## src/logic/cycle_steal_pkg.sv

```systemverilog
// Shared constants for the channel cycle-steal multiplexor and its channels.
// Assumes one system clock; the channel pulse clock is made by the channel end.
package cycle_steal_pkg;
   // ****************************************************************
   // Widths and word fields
   // ****************************************************************
   localparam int WORD_W       = 36;
   localparam int ADDR_W       = 15;
   localparam int NCH_DEF      = 4;
   // Word bit n (0 = high end) sits at vector index WORD_W-1-n
   localparam int IND_BIT      = 17;   // Word bit 18
   localparam int ADDR_LO      = 0;    // Word bits 21-35
   localparam int ADDR_HI      = 14;
   localparam int OP_HI        = 35;   // Word bits 0-2
   localparam int OP_LO        = 33;
   localparam int OP_WRITE_BIT = 35;   // Op bit 0: channel writes a device
   localparam int WC_HI        = 32;   // Word bits 3-17
   localparam int WC_LO        = 18;
   localparam int EO_BIT       = 0;    // Address bit 17, even/odd choice
   // ****************************************************************
   // Channel and processor pulse times
   // ****************************************************************
   localparam logic [3:0] CH_PULSES   = 4'hc;
   localparam logic [3:0] T_DEMAND    = 4'h3;
   localparam logic [3:0] T_SET       = 4'h9;
   localparam logic [3:0] T_FOLLOW_CLR = 4'ha;
   localparam logic [3:0] T_BAR_CLR   = 4'hb;
   localparam logic [3:0] T_BAR_LOAD  = 4'h0;
   localparam logic [3:0] T_SELECT    = 4'h2;
   localparam logic [3:0] T_CTL_CLR   = 4'h3;
   localparam logic [3:0] T_SAMPLE    = 4'h7;
   localparam logic [2:0] CPU_LAST    = 3'h7;
   localparam logic [2:0] CPU_BLOCK_T = 3'h5;
   // ****************************************************************
   // Clock rates
   // ****************************************************************
   localparam int CLK_PERIOD_NS  = 10;
   localparam int CHAN_PULSE_NS  = 160;
   localparam int CHAN_HALF_CYC  = CHAN_PULSE_NS / (2 * CLK_PERIOD_NS);
endpackage : cycle_steal_pkg

```

## src/logic/cycle_steal_if.sv

```systemverilog
// Link between the multiplexor and its data channels.
// Assumes both ends run on the same system clock.
`timescale 1ns/1ps
interface cycle_steal_if #(parameter int NCH = 4) ();
   import cycle_steal_pkg::*;
   logic              chan_clk;
   logic [3:0]        chan_time;
   logic [NCH-1:0]    demand;
   logic              chan_cmd;
   logic              chan_read;
   logic [ADDR_W-1:0] chan_addr;
   logic [WORD_W-1:0] chan_wdata;
   logic [NCH-1:0]    grant;
   logic              buffer_time;
   logic              store_trig;
   logic              retain_priority;
   logic              indirect_follow_flag;
   logic [WORD_W-1:0] sb_data;
   logic              sb_strobe;

   modport mux (input chan_clk, chan_time, demand, chan_cmd, chan_read,
                chan_addr, chan_wdata,
                output grant, buffer_time, store_trig, retain_priority,
                indirect_follow_flag, sb_data, sb_strobe);
   modport chan (output chan_clk, chan_time, demand, chan_cmd, chan_read,
                 chan_addr, chan_wdata,
                 input grant, buffer_time, store_trig, retain_priority,
                 indirect_follow_flag, sb_data, sb_strobe);
endinterface : cycle_steal_if

```

## src/logic/steal_mux.sv

```systemverilog
// Multiplexor end: grants channels buffer cycles on core storage and
// blocks processor cycle outputs while they run.
// Assumes the channel pulse clock and time code come in from the link.
`timescale 1ns/1ps
module steal_mux
   import cycle_steal_pkg::*;
#(
   parameter int NCH = NCH_DEF
) (
   input  wire logic              CLK,
   input  wire logic              RESET,
   cycle_steal_if.mux             ch,
   input  wire logic              I_REQ,
   input  wire logic              E_REQ,
   input  wire logic              O_REQ,
   input  wire logic              MASTER_STOP,
   input  wire logic              TRAP_BUSY,
   input  wire logic              STORE_CHAN_BUSY,
   input  wire logic [WORD_W-1:0] MEM_RDATA_EVEN,
   input  wire logic [WORD_W-1:0] MEM_RDATA_ODD,
   output logic                   I_CYC,
   output logic                   E_CYC,
   output logic                   O_CYC,
   output logic                   BLOCKING,
   output logic                   OVERLAP_SUSPEND,
   output logic                   MEM_SEL_EVEN,
   output logic                   MEM_SEL_ODD,
   output logic                   MEM_WRITE,
   output logic [ADDR_W-2:0]      MEM_ADDR,
   output logic [WORD_W-1:0]      MEM_WDATA
);
   // ****************************************************************
   // Link sampling
   // ****************************************************************
   logic              clk_s1_q, clk_s2_q, clk_s3_q;
   logic [3:0]        time_s1_q, time_s2_q;
   logic              pulse;
   logic [2:0]        cpu_t_q;
   logic              bt_q, bt_d;
   logic              blk_q, blk_d;
   logic              ctl_q, follow_q, cmd_q, read_q;
   logic [NCH-1:0]    grant_q, pick;
   logic [ADDR_W-1:0] bar_q;
   logic [WORD_W-1:0] bus;
   logic              gate_ok;
   logic              ind_seen;

   // Time code is delayed alongside the clock so both match at the edge
   always_ff @(posedge CLK) begin
      if (RESET) begin
         clk_s1_q  <= 1'b0;
         clk_s2_q  <= 1'b0;
         clk_s3_q  <= 1'b0;
         time_s1_q <= 4'h0;
         time_s2_q <= 4'h0;
      end else begin
         clk_s1_q  <= ch.chan_clk;
         clk_s2_q  <= clk_s1_q;
         clk_s3_q  <= clk_s2_q;
         time_s1_q <= ch.chan_time;
         time_s2_q <= time_s1_q;
      end
   end

   assign pulse = clk_s2_q & ~clk_s3_q;

   // Processor pulses: one per system clock, eight to a cycle
   always_ff @(posedge CLK) begin
      if (RESET) begin
         cpu_t_q <= 3'h0;
      end else if (cpu_t_q == CPU_LAST) begin
         cpu_t_q <= 3'h0;
      end else begin
         cpu_t_q <= cpu_t_q + 3'h1;
      end
   end

   // ****************************************************************
   // Buffer time and grant
   // ****************************************************************
   always_comb begin
      pick = '0;
      for (int i = NCH - 1; i >= 0; i--) begin
         if (ch.demand[i]) begin
            pick = '0;
            pick[i] = 1'b1;
         end
      end
   end

   assign gate_ok = (|ch.demand) & ~TRAP_BUSY & ~STORE_CHAN_BUSY;

   always_comb begin
      bt_d = bt_q;
      if (pulse && time_s2_q == T_SET) begin
         // Re-set on the same pulse keeps cycles back to back
         bt_d = ctl_q | gate_ok;
      end
   end

   always_ff @(posedge CLK) begin
      if (RESET) begin
         bt_q    <= 1'b0;
         grant_q <= '0;
         cmd_q   <= 1'b0;
         read_q  <= 1'b0;
      end else begin
         bt_q <= bt_d;
         if (pulse && time_s2_q == T_SET) begin
            if (!bt_d) begin
               grant_q <= '0;
            end else if (!ctl_q) begin
               grant_q <= pick;
               cmd_q   <= ch.chan_cmd;
               read_q  <= ch.chan_read & ~ch.chan_cmd;
            end
         end
      end
   end

   // ****************************************************************
   // Processor blocking
   // ****************************************************************
   // Using the next buffer time lets both triggers set on one pulse
   always_comb begin
      blk_d = blk_q;
      if (cpu_t_q == CPU_BLOCK_T) begin
         blk_d = bt_d | MASTER_STOP;
      end else if (MASTER_STOP) begin
         blk_d = 1'b1;
      end
   end

   always_ff @(posedge CLK) begin
      if (RESET) begin
         blk_q           <= 1'b0;
         I_CYC           <= 1'b0;
         E_CYC           <= 1'b0;
         O_CYC           <= 1'b0;
         OVERLAP_SUSPEND <= 1'b0;
      end else begin
         blk_q           <= blk_d;
         I_CYC           <= I_REQ & ~blk_d;
         E_CYC           <= E_REQ & ~blk_d;
         O_CYC           <= O_REQ & ~blk_d & ~bt_d;
         OVERLAP_SUSPEND <= bt_d;
      end
   end

   assign BLOCKING = blk_q;

   // ****************************************************************
   // Buffer address and memory select
   // ****************************************************************
   assign bus = MEM_RDATA_EVEN | MEM_RDATA_ODD;

   assign ind_seen = pulse && time_s2_q == T_SAMPLE && bt_q && cmd_q
                     && !follow_q && bus[IND_BIT];

   always_ff @(posedge CLK) begin
      if (RESET) begin
         bar_q <= '0;
      end else if (ind_seen) begin
         bar_q <= bus[ADDR_HI:ADDR_LO];
      end else if (pulse && time_s2_q == T_BAR_CLR && !follow_q) begin
         bar_q <= '0;
      end else if (pulse && time_s2_q == T_BAR_LOAD && bt_q && !follow_q) begin
         bar_q <= ch.chan_addr;
      end
   end

   // One select pulse on one memory per buffer cycle
   always_ff @(posedge CLK) begin
      if (RESET) begin
         MEM_SEL_EVEN <= 1'b0;
         MEM_SEL_ODD  <= 1'b0;
         MEM_WRITE    <= 1'b0;
         MEM_ADDR     <= '0;
         MEM_WDATA    <= '0;
      end else if (pulse && time_s2_q == T_SELECT && bt_q) begin
         MEM_SEL_EVEN <= ~bar_q[EO_BIT];
         MEM_SEL_ODD  <= bar_q[EO_BIT];
         MEM_WRITE    <= read_q;
         MEM_ADDR     <= bar_q[ADDR_W-1:1];
         MEM_WDATA    <= ch.chan_wdata;
      end else begin
         MEM_SEL_EVEN <= 1'b0;
         MEM_SEL_ODD  <= 1'b0;
         MEM_WRITE    <= 1'b0;
      end
   end

   // ****************************************************************
   // Storage bus to the channels and indirect control
   // ****************************************************************
   always_ff @(posedge CLK) begin
      if (RESET) begin
         ch.sb_data   <= '0;
         ch.sb_strobe <= 1'b0;
      end else begin
         ch.sb_strobe <= pulse && time_s2_q == T_SAMPLE && bt_q;
         if (pulse && time_s2_q == T_SAMPLE && bt_q) begin
            ch.sb_data <= read_q ? ch.chan_wdata : bus;
         end
      end
   end

   // Control set at B7 and cleared at A3 never meet on one pulse
   always_ff @(posedge CLK) begin
      if (RESET) begin
         ctl_q <= 1'b0;
      end else if (ind_seen) begin
         ctl_q <= 1'b1;
      end else if (pulse && time_s2_q == T_CTL_CLR) begin
         ctl_q <= 1'b0;
      end
   end

   // While follow is set a second indirect bit is ignored
   always_ff @(posedge CLK) begin
      if (RESET) begin
         follow_q <= 1'b0;
      end else if (ctl_q) begin
         follow_q <= 1'b1;
      end else if (pulse && time_s2_q == T_FOLLOW_CLR) begin
         follow_q <= 1'b0;
      end
   end

   always_ff @(posedge CLK) begin
      if (RESET) begin
         ch.store_trig <= 1'b0;
      end else begin
         ch.store_trig <= bt_d && (pulse && time_s2_q == T_SET ?
                          (ctl_q ? read_q : ch.chan_read & ~ch.chan_cmd)
                          : read_q);
      end
   end

   assign ch.grant                = grant_q;
   assign ch.buffer_time          = bt_q;
   assign ch.retain_priority      = ctl_q;
   assign ch.indirect_follow_flag = follow_q;
endmodule : steal_mux

```

## src/flat_wrapper.sv

```systemverilog
// flat-port wrapper written by rule: the top's interface ports become plain ports
module steal_mux_flat import cycle_steal_pkg::*;
#(
   parameter int NCH = NCH_DEF
)
  (CLK, RESET, I_REQ, E_REQ, O_REQ, MASTER_STOP, TRAP_BUSY, STORE_CHAN_BUSY, MEM_RDATA_EVEN, MEM_RDATA_ODD, I_CYC, E_CYC, O_CYC, BLOCKING, OVERLAP_SUSPEND, MEM_SEL_EVEN, MEM_SEL_ODD, MEM_WRITE, MEM_ADDR, MEM_WDATA, ch_chan_clk, ch_chan_time, ch_demand, ch_chan_cmd, ch_chan_read, ch_chan_addr, ch_chan_wdata, ch_grant, ch_buffer_time, ch_store_trig, ch_retain_priority, ch_indirect_follow_flag, ch_sb_data, ch_sb_strobe);
  cycle_steal_if #(.NCH(NCH)) ch_i ();
  input  wire logic CLK;
  input  wire logic RESET;
  input  wire logic I_REQ;
  input  wire logic E_REQ;
  input  wire logic O_REQ;
  input  wire logic MASTER_STOP;
  input  wire logic TRAP_BUSY;
  input  wire logic STORE_CHAN_BUSY;
  input  wire logic [WORD_W-1:0] MEM_RDATA_EVEN;
  input  wire logic [WORD_W-1:0] MEM_RDATA_ODD;
  output logic I_CYC;
  output logic E_CYC;
  output logic O_CYC;
  output logic BLOCKING;
  output logic OVERLAP_SUSPEND;
  output logic MEM_SEL_EVEN;
  output logic MEM_SEL_ODD;
  output logic MEM_WRITE;
  output logic [ADDR_W-2:0] MEM_ADDR;
  output logic [WORD_W-1:0] MEM_WDATA;
  input wire logic [$bits(ch_i.chan_clk)-1:0] ch_chan_clk;
  input wire logic [$bits(ch_i.chan_time)-1:0] ch_chan_time;
  input wire logic [$bits(ch_i.demand)-1:0] ch_demand;
  input wire logic [$bits(ch_i.chan_cmd)-1:0] ch_chan_cmd;
  input wire logic [$bits(ch_i.chan_read)-1:0] ch_chan_read;
  input wire logic [$bits(ch_i.chan_addr)-1:0] ch_chan_addr;
  input wire logic [$bits(ch_i.chan_wdata)-1:0] ch_chan_wdata;
  output wire logic [$bits(ch_i.grant)-1:0] ch_grant;
  output wire logic [$bits(ch_i.buffer_time)-1:0] ch_buffer_time;
  output wire logic [$bits(ch_i.store_trig)-1:0] ch_store_trig;
  output wire logic [$bits(ch_i.retain_priority)-1:0] ch_retain_priority;
  output wire logic [$bits(ch_i.indirect_follow_flag)-1:0] ch_indirect_follow_flag;
  output wire logic [$bits(ch_i.sb_data)-1:0] ch_sb_data;
  output wire logic [$bits(ch_i.sb_strobe)-1:0] ch_sb_strobe;
  assign ch_i.chan_clk = ch_chan_clk;
  assign ch_i.chan_time = ch_chan_time;
  assign ch_i.demand = ch_demand;
  assign ch_i.chan_cmd = ch_chan_cmd;
  assign ch_i.chan_read = ch_chan_read;
  assign ch_i.chan_addr = ch_chan_addr;
  assign ch_i.chan_wdata = ch_chan_wdata;
  assign ch_grant = ch_i.grant;
  assign ch_buffer_time = ch_i.buffer_time;
  assign ch_store_trig = ch_i.store_trig;
  assign ch_retain_priority = ch_i.retain_priority;
  assign ch_indirect_follow_flag = ch_i.indirect_follow_flag;
  assign ch_sb_data = ch_i.sb_data;
  assign ch_sb_strobe = ch_i.sb_strobe;
  steal_mux #(.NCH(NCH)) u_core (.CLK(CLK), .RESET(RESET), .ch(ch_i), .I_REQ(I_REQ), .E_REQ(E_REQ), .O_REQ(O_REQ), .MASTER_STOP(MASTER_STOP), .TRAP_BUSY(TRAP_BUSY), .STORE_CHAN_BUSY(STORE_CHAN_BUSY), .MEM_RDATA_EVEN(MEM_RDATA_EVEN), .MEM_RDATA_ODD(MEM_RDATA_ODD), .I_CYC(I_CYC), .E_CYC(E_CYC), .O_CYC(O_CYC), .BLOCKING(BLOCKING), .OVERLAP_SUSPEND(OVERLAP_SUSPEND), .MEM_SEL_EVEN(MEM_SEL_EVEN), .MEM_SEL_ODD(MEM_SEL_ODD), .MEM_WRITE(MEM_WRITE), .MEM_ADDR(MEM_ADDR), .MEM_WDATA(MEM_WDATA));
endmodule
```

## config.mk

```make
export PLATFORM = sky130hd
export DESIGN_NAME = steal_mux_flat
export DESIGN_NICKNAME = d
export VERILOG_FILES = /design/src/logic/cycle_steal_pkg.sv /design/src/logic/cycle_steal_if.sv /design/src/logic/steal_mux.sv /design/src/flat_wrapper.sv
export SDC_FILE = /design/constraint.sdc
export NUM_CORES = 1
export LEC_CHECK = 0
export ABC_AREA = 0
export BUFFER_PORTS_ARGS = -buffer_cell sky130_fd_sc_hd__buf_2
export CAP_MARGIN = 20
export CORE_MARGIN = 4
export CORE_UTILIZATION = 42
export CTS_CLUSTER_DIAMETER = 120
export DETAILED_ROUTE_END_ITERATION = 6
export HOLD_SLACK_MARGIN = 0.12
export PLACE_DENSITY = 0.79
export SLEW_MARGIN = 15
export SYNTH_ARGS = -nofsm -noshare
export SYNTH_HDL_FRONTEND = slang
export SYNTH_SLANG_ARGS = --single-unit
```

## constraint.sdc

```tcl
create_clock -name CLK -period 1.93 [get_ports CLK]
set_input_delay 0.193 -clock CLK [delete_from_list [all_inputs] [get_ports CLK]]
set_output_delay 0.193 -clock CLK [all_outputs]
set_load 0.02 [all_outputs]
```

==> results.py <==
metrics = {
    "timing": {
        "rsz0062_at_grt": "no",
        "number_of_failing_setup_endpoints_in_the_final_timing_report": 0,
        "post-route-period-util_pct": 94.8,
        "timing.final.max_slew_violations": 0,
        "report.final.hold_viol_count": 0,
        "timing.slew.headroom_pct": 57.4,
        "maxClockFrequency_mhz": 547,
        "min_period_ps": 1830,
        "tightestPinTransition_ps": 639,
        "fin_clk_skew_ps": 5.77,
        "fin_tns_setup_ps": 0,
    },
    "layout": {
        "fillers": 923,
        "layout_commonest_cell": "buf_2",
        "finalNonFillerCells": 1120,
        "final_area_um2": 8400,
        "drive_gt1_share_pct": 34.4,
        "area_growth_synth_to_finish_pct": 59.6,
        "layout.cells.most_common_list": "243 x buf_2, 138 x nand2_1, 131 x dfxtp_1, 96 x dlygate4sd3_1, 89 x a21oi_1",
        "finish.net_count": 1083,
    },
    "min_path": {
        "worstHoldPathCells": 3,
        "tightest_hold_check_type": "primary input to register",
        "min_delay_worst_endpoint": "u_core.ch.sb_data[33]",
        "worstHoldStart": "MEM_RDATA_EVEN[33]",
    },
    "drt": {
        "route.detailed.drc": 0,
        "detailedRoute.firstIterationViolations": 344,
        "dr.pass1.iters": 5,
        "routed_vias_inst": 5.17,
        "routed_wl_um": 18900,
        "vias": 5793,
        "detail-route-antenna-nets": 0,
        "avgRoutedWirePerCell_um": 16.9,
    },
    "worst_setup_path": {
        "critical_path_required_ps": 2230,
        "ff2ff_setup_slack_ps": 100,
        "ff2ff_path_depth": 5,
        "crit_path_end_kind": "register",
        "cp_data_arrival_time_ps": 2130,
        "critPathKind": "register to register",
        "worstSetupStartpointType": "register",
        "crit_path_max_fanout": 15,
        "reg2reg_from": "u_core.clk_s2_q",
        "timing.rr.end": "u_core.bar_q[10]",
    },
    "power": {
        "power_density_nw_per_um2": 819,
        "leakage_nw": 3.59,
        "peakVddDrop_uv": 593,
        "fin_total_pwr_mw": 6.88,
    },
    "clock_tree": {
        "cts.reportedPaths.clkPinSlew_ps": 60,
        "cts_tree": "built",
        "tritoncts_num_sinks": 133,
        "depth_of_the_cts_h_tree": 4,
        "clock_tree.buffer_depth": 2,
        "cts-root-buf": "clkbuf_16",
        "clock_insertion_delay_worst_skew_ps": 410,
        "numCtsBuffers": 17,
    },
    "synth": {
        "ys_warn_count": 0,
        "synth_fp_nets": 744,
        "synth_cells": 599,
        "avgSynthCellArea_um2": 8.79,
        "asyncSetResetFlopFracSynth_pct": 0,
        "synthDominantAreaCellType": "dfxtp_1",
        "synthTopCellsByArea": "dfxtp_1 51%, nand2_1 9.8%, a21oi_1 8.5%",
        "synth.lib_cells_used.distinct": 46,
        "synthFlopType": "dfxtp_1",
        "synth_seq_area_share_pct": 50.6,
        "yosys.area.top_type_share_pct": 50.6,
        "netlist_area_um2": 5270,
        "synth-edff-count": 0,
        "yosys_register_bits": 133,
    },
    "global_routing": {
        "track_usage_pct": 25.9,
        "busiest_layer": "met2",
        "grt.met3_usage_pct": 7.73,
        "grt_start_max_net_pins": 62,
        "globalRouteMet1Util_pct": 27.8,
        "antenna_found_initial": 1,
        "globalRouteMet2Util_pct": 45.7,
        "first_global_vias": 5942,
        "grt_remaining_overflow": 0,
        "grt_first_pass_wirelength_um": 29600,
    },
    "placed_design": {
        "post-dp-hpwl_um": 11700,
        "placement.io_buffers": 244,
        "placed_cell_area_um2": 6760,
        "gp_congestion": 0.861,
        "place.detailed.instances": 990,
    },
    "floorplan": {
        "die_h_um": 120,
        "number_of_top_level_design_ports": 245,
        "std_cell_rows": 40,
        "core_um2": 12200,
        "die_w_um": 120,
        "initial_core_util_pct": 43.3,
        "die_footprint_um2": 14400,
    },
    "job": {
        "max_cap_viol_count": 0,
    },
    "outcome": {
        "status": "completed",
    },
}
-- sequential cells by signal, indices dropped and copies added, names as in the netlist, 3 cells and up --
register           flops
u_core.MEM_WDATA      36
u_core.MEM_ADDR       14
u_core.time_s2_q       4
u_core.time_s1_q       4
u_core.ch.sb_data     36
u_core.bar_q          15
u_core.cpu_t_q         3
u_core.ch.grant        4
-- critical path: stages, from the launching register on --
cell,delay [ps]
dfxtp_1,390
or4b_4,510
nor3_2,200
nor4_2,90
buf_12,160
a221o_1,360
-- where the power goes --
group	internal [mW]	switching [mW]	leakage, nW
clock network	2.45	1.19	0.322
logic	0.281	0.181	2.19
registers	2.77	0.0112	1.08
total	5.49	1.38	3.59
-- how the worst max path moves through the flow --
stage / from / to
after floorplan: u_core.ch.buffer_time / u_core.bar_q[10]
after global placement: u_core.time_s2_q[1] / u_core.bar_q[7]
after detailed placement: u_core.time_s2_q[1] / u_core.bar_q[3]
after CTS: u_core.time_s2_q[1] / u_core.bar_q[10]
after global routing: u_core.time_s2_q[1] / u_core.ch.sb_data[6]
final: u_core.clk_s2_q / u_core.bar_q[10]
-- per-layer routing --
metal / up-vias / part of all wire [%]
li1: 2777 / -
met1: 2693 / 37
met2: 262 / 51
met3: 61 / 7.5
met4: 0 / 4.0
met5: - / 0
-- per-stage QoR --
| stage | worst slack (ps) | util, % | hold WS, ps |
|---|---|---|---|
| after floorplan | 41.9 | - | 319 |
| after global placement | 148 | 55.5 | 409 |
| after detailed placement | 115 | 55.5 | 405 |
| after CTS | 92.5 | 69.0 | 121 |
| after global routing | 8.47 | 69.1 | 132 |
| final | 100 | 69.1 | 142 |
-- repair_timing --
action / in CTS / in global routing
setup endpoints to repair: 0 / 19
buffers inserted: 0 / 1
hold endpoints to repair: 78 / 0
hold buffers: 96 / 0
resized for setup: 0 / 1
-- kinds of logic after synthesis --
kind of cell,count (synthesis),synth area share [%]
AO/OA/AOI/OAI,158,19.7
adder cells (fa/ha/maj),3,0.713
buffers and inverters,50,4.21
flip-flops,133,50.6
multiplexers,1,0.190
AND/OR/NAND/NOR,254,24.6
-- cells in the mapped netlist (2+ instances only) --
| library cell | n |
|---|---|
| nor4_2 | 3 |
| or2_2 | 13 |
| and2_1 | 12 |
| nor2_1 | 8 |
| o211a_1 | 2 |
| a221o_1 | 15 |
| inv_1 | 4 |
| ha_1 | 3 |
| and4b_1 | 3 |
| a22o_1 | 2 |
| nor2b_1 | 13 |
| a32o_1 | 2 |
| nand2b_1 | 38 |
| dfxtp_1 | 133 |
| clkbuf_1 | 28 |
| o21ai_0 | 3 |
| a21oi_1 | 89 |
| nand2_1 | 138 |
| nand4b_1 | 3 |
| nor3_1 | 8 |
| o21a_1 | 3 |
| o211ai_1 | 13 |
| nor3b_1 | 3 |
| buf_4 | 3 |
| nor4b_1 | 2 |
| buf_2 | 11 |
| o311ai_0 | 24 |
| buf_1 | 2 |
-- final cells by class --
type,instances,area [um2],area share (%)
multi-input cells,416,2400,28.5
flip-flops and latches,133,2670,31.7
clock inverters,14,231,2.76
clock buffers,18,439,5.23
well taps,168,210,2.50
inverters,4,15.0,0.179
diodes,1,2.50,0.0298
repair buffers,366,2440,29.1
Power figures use the tool's default switching activity.
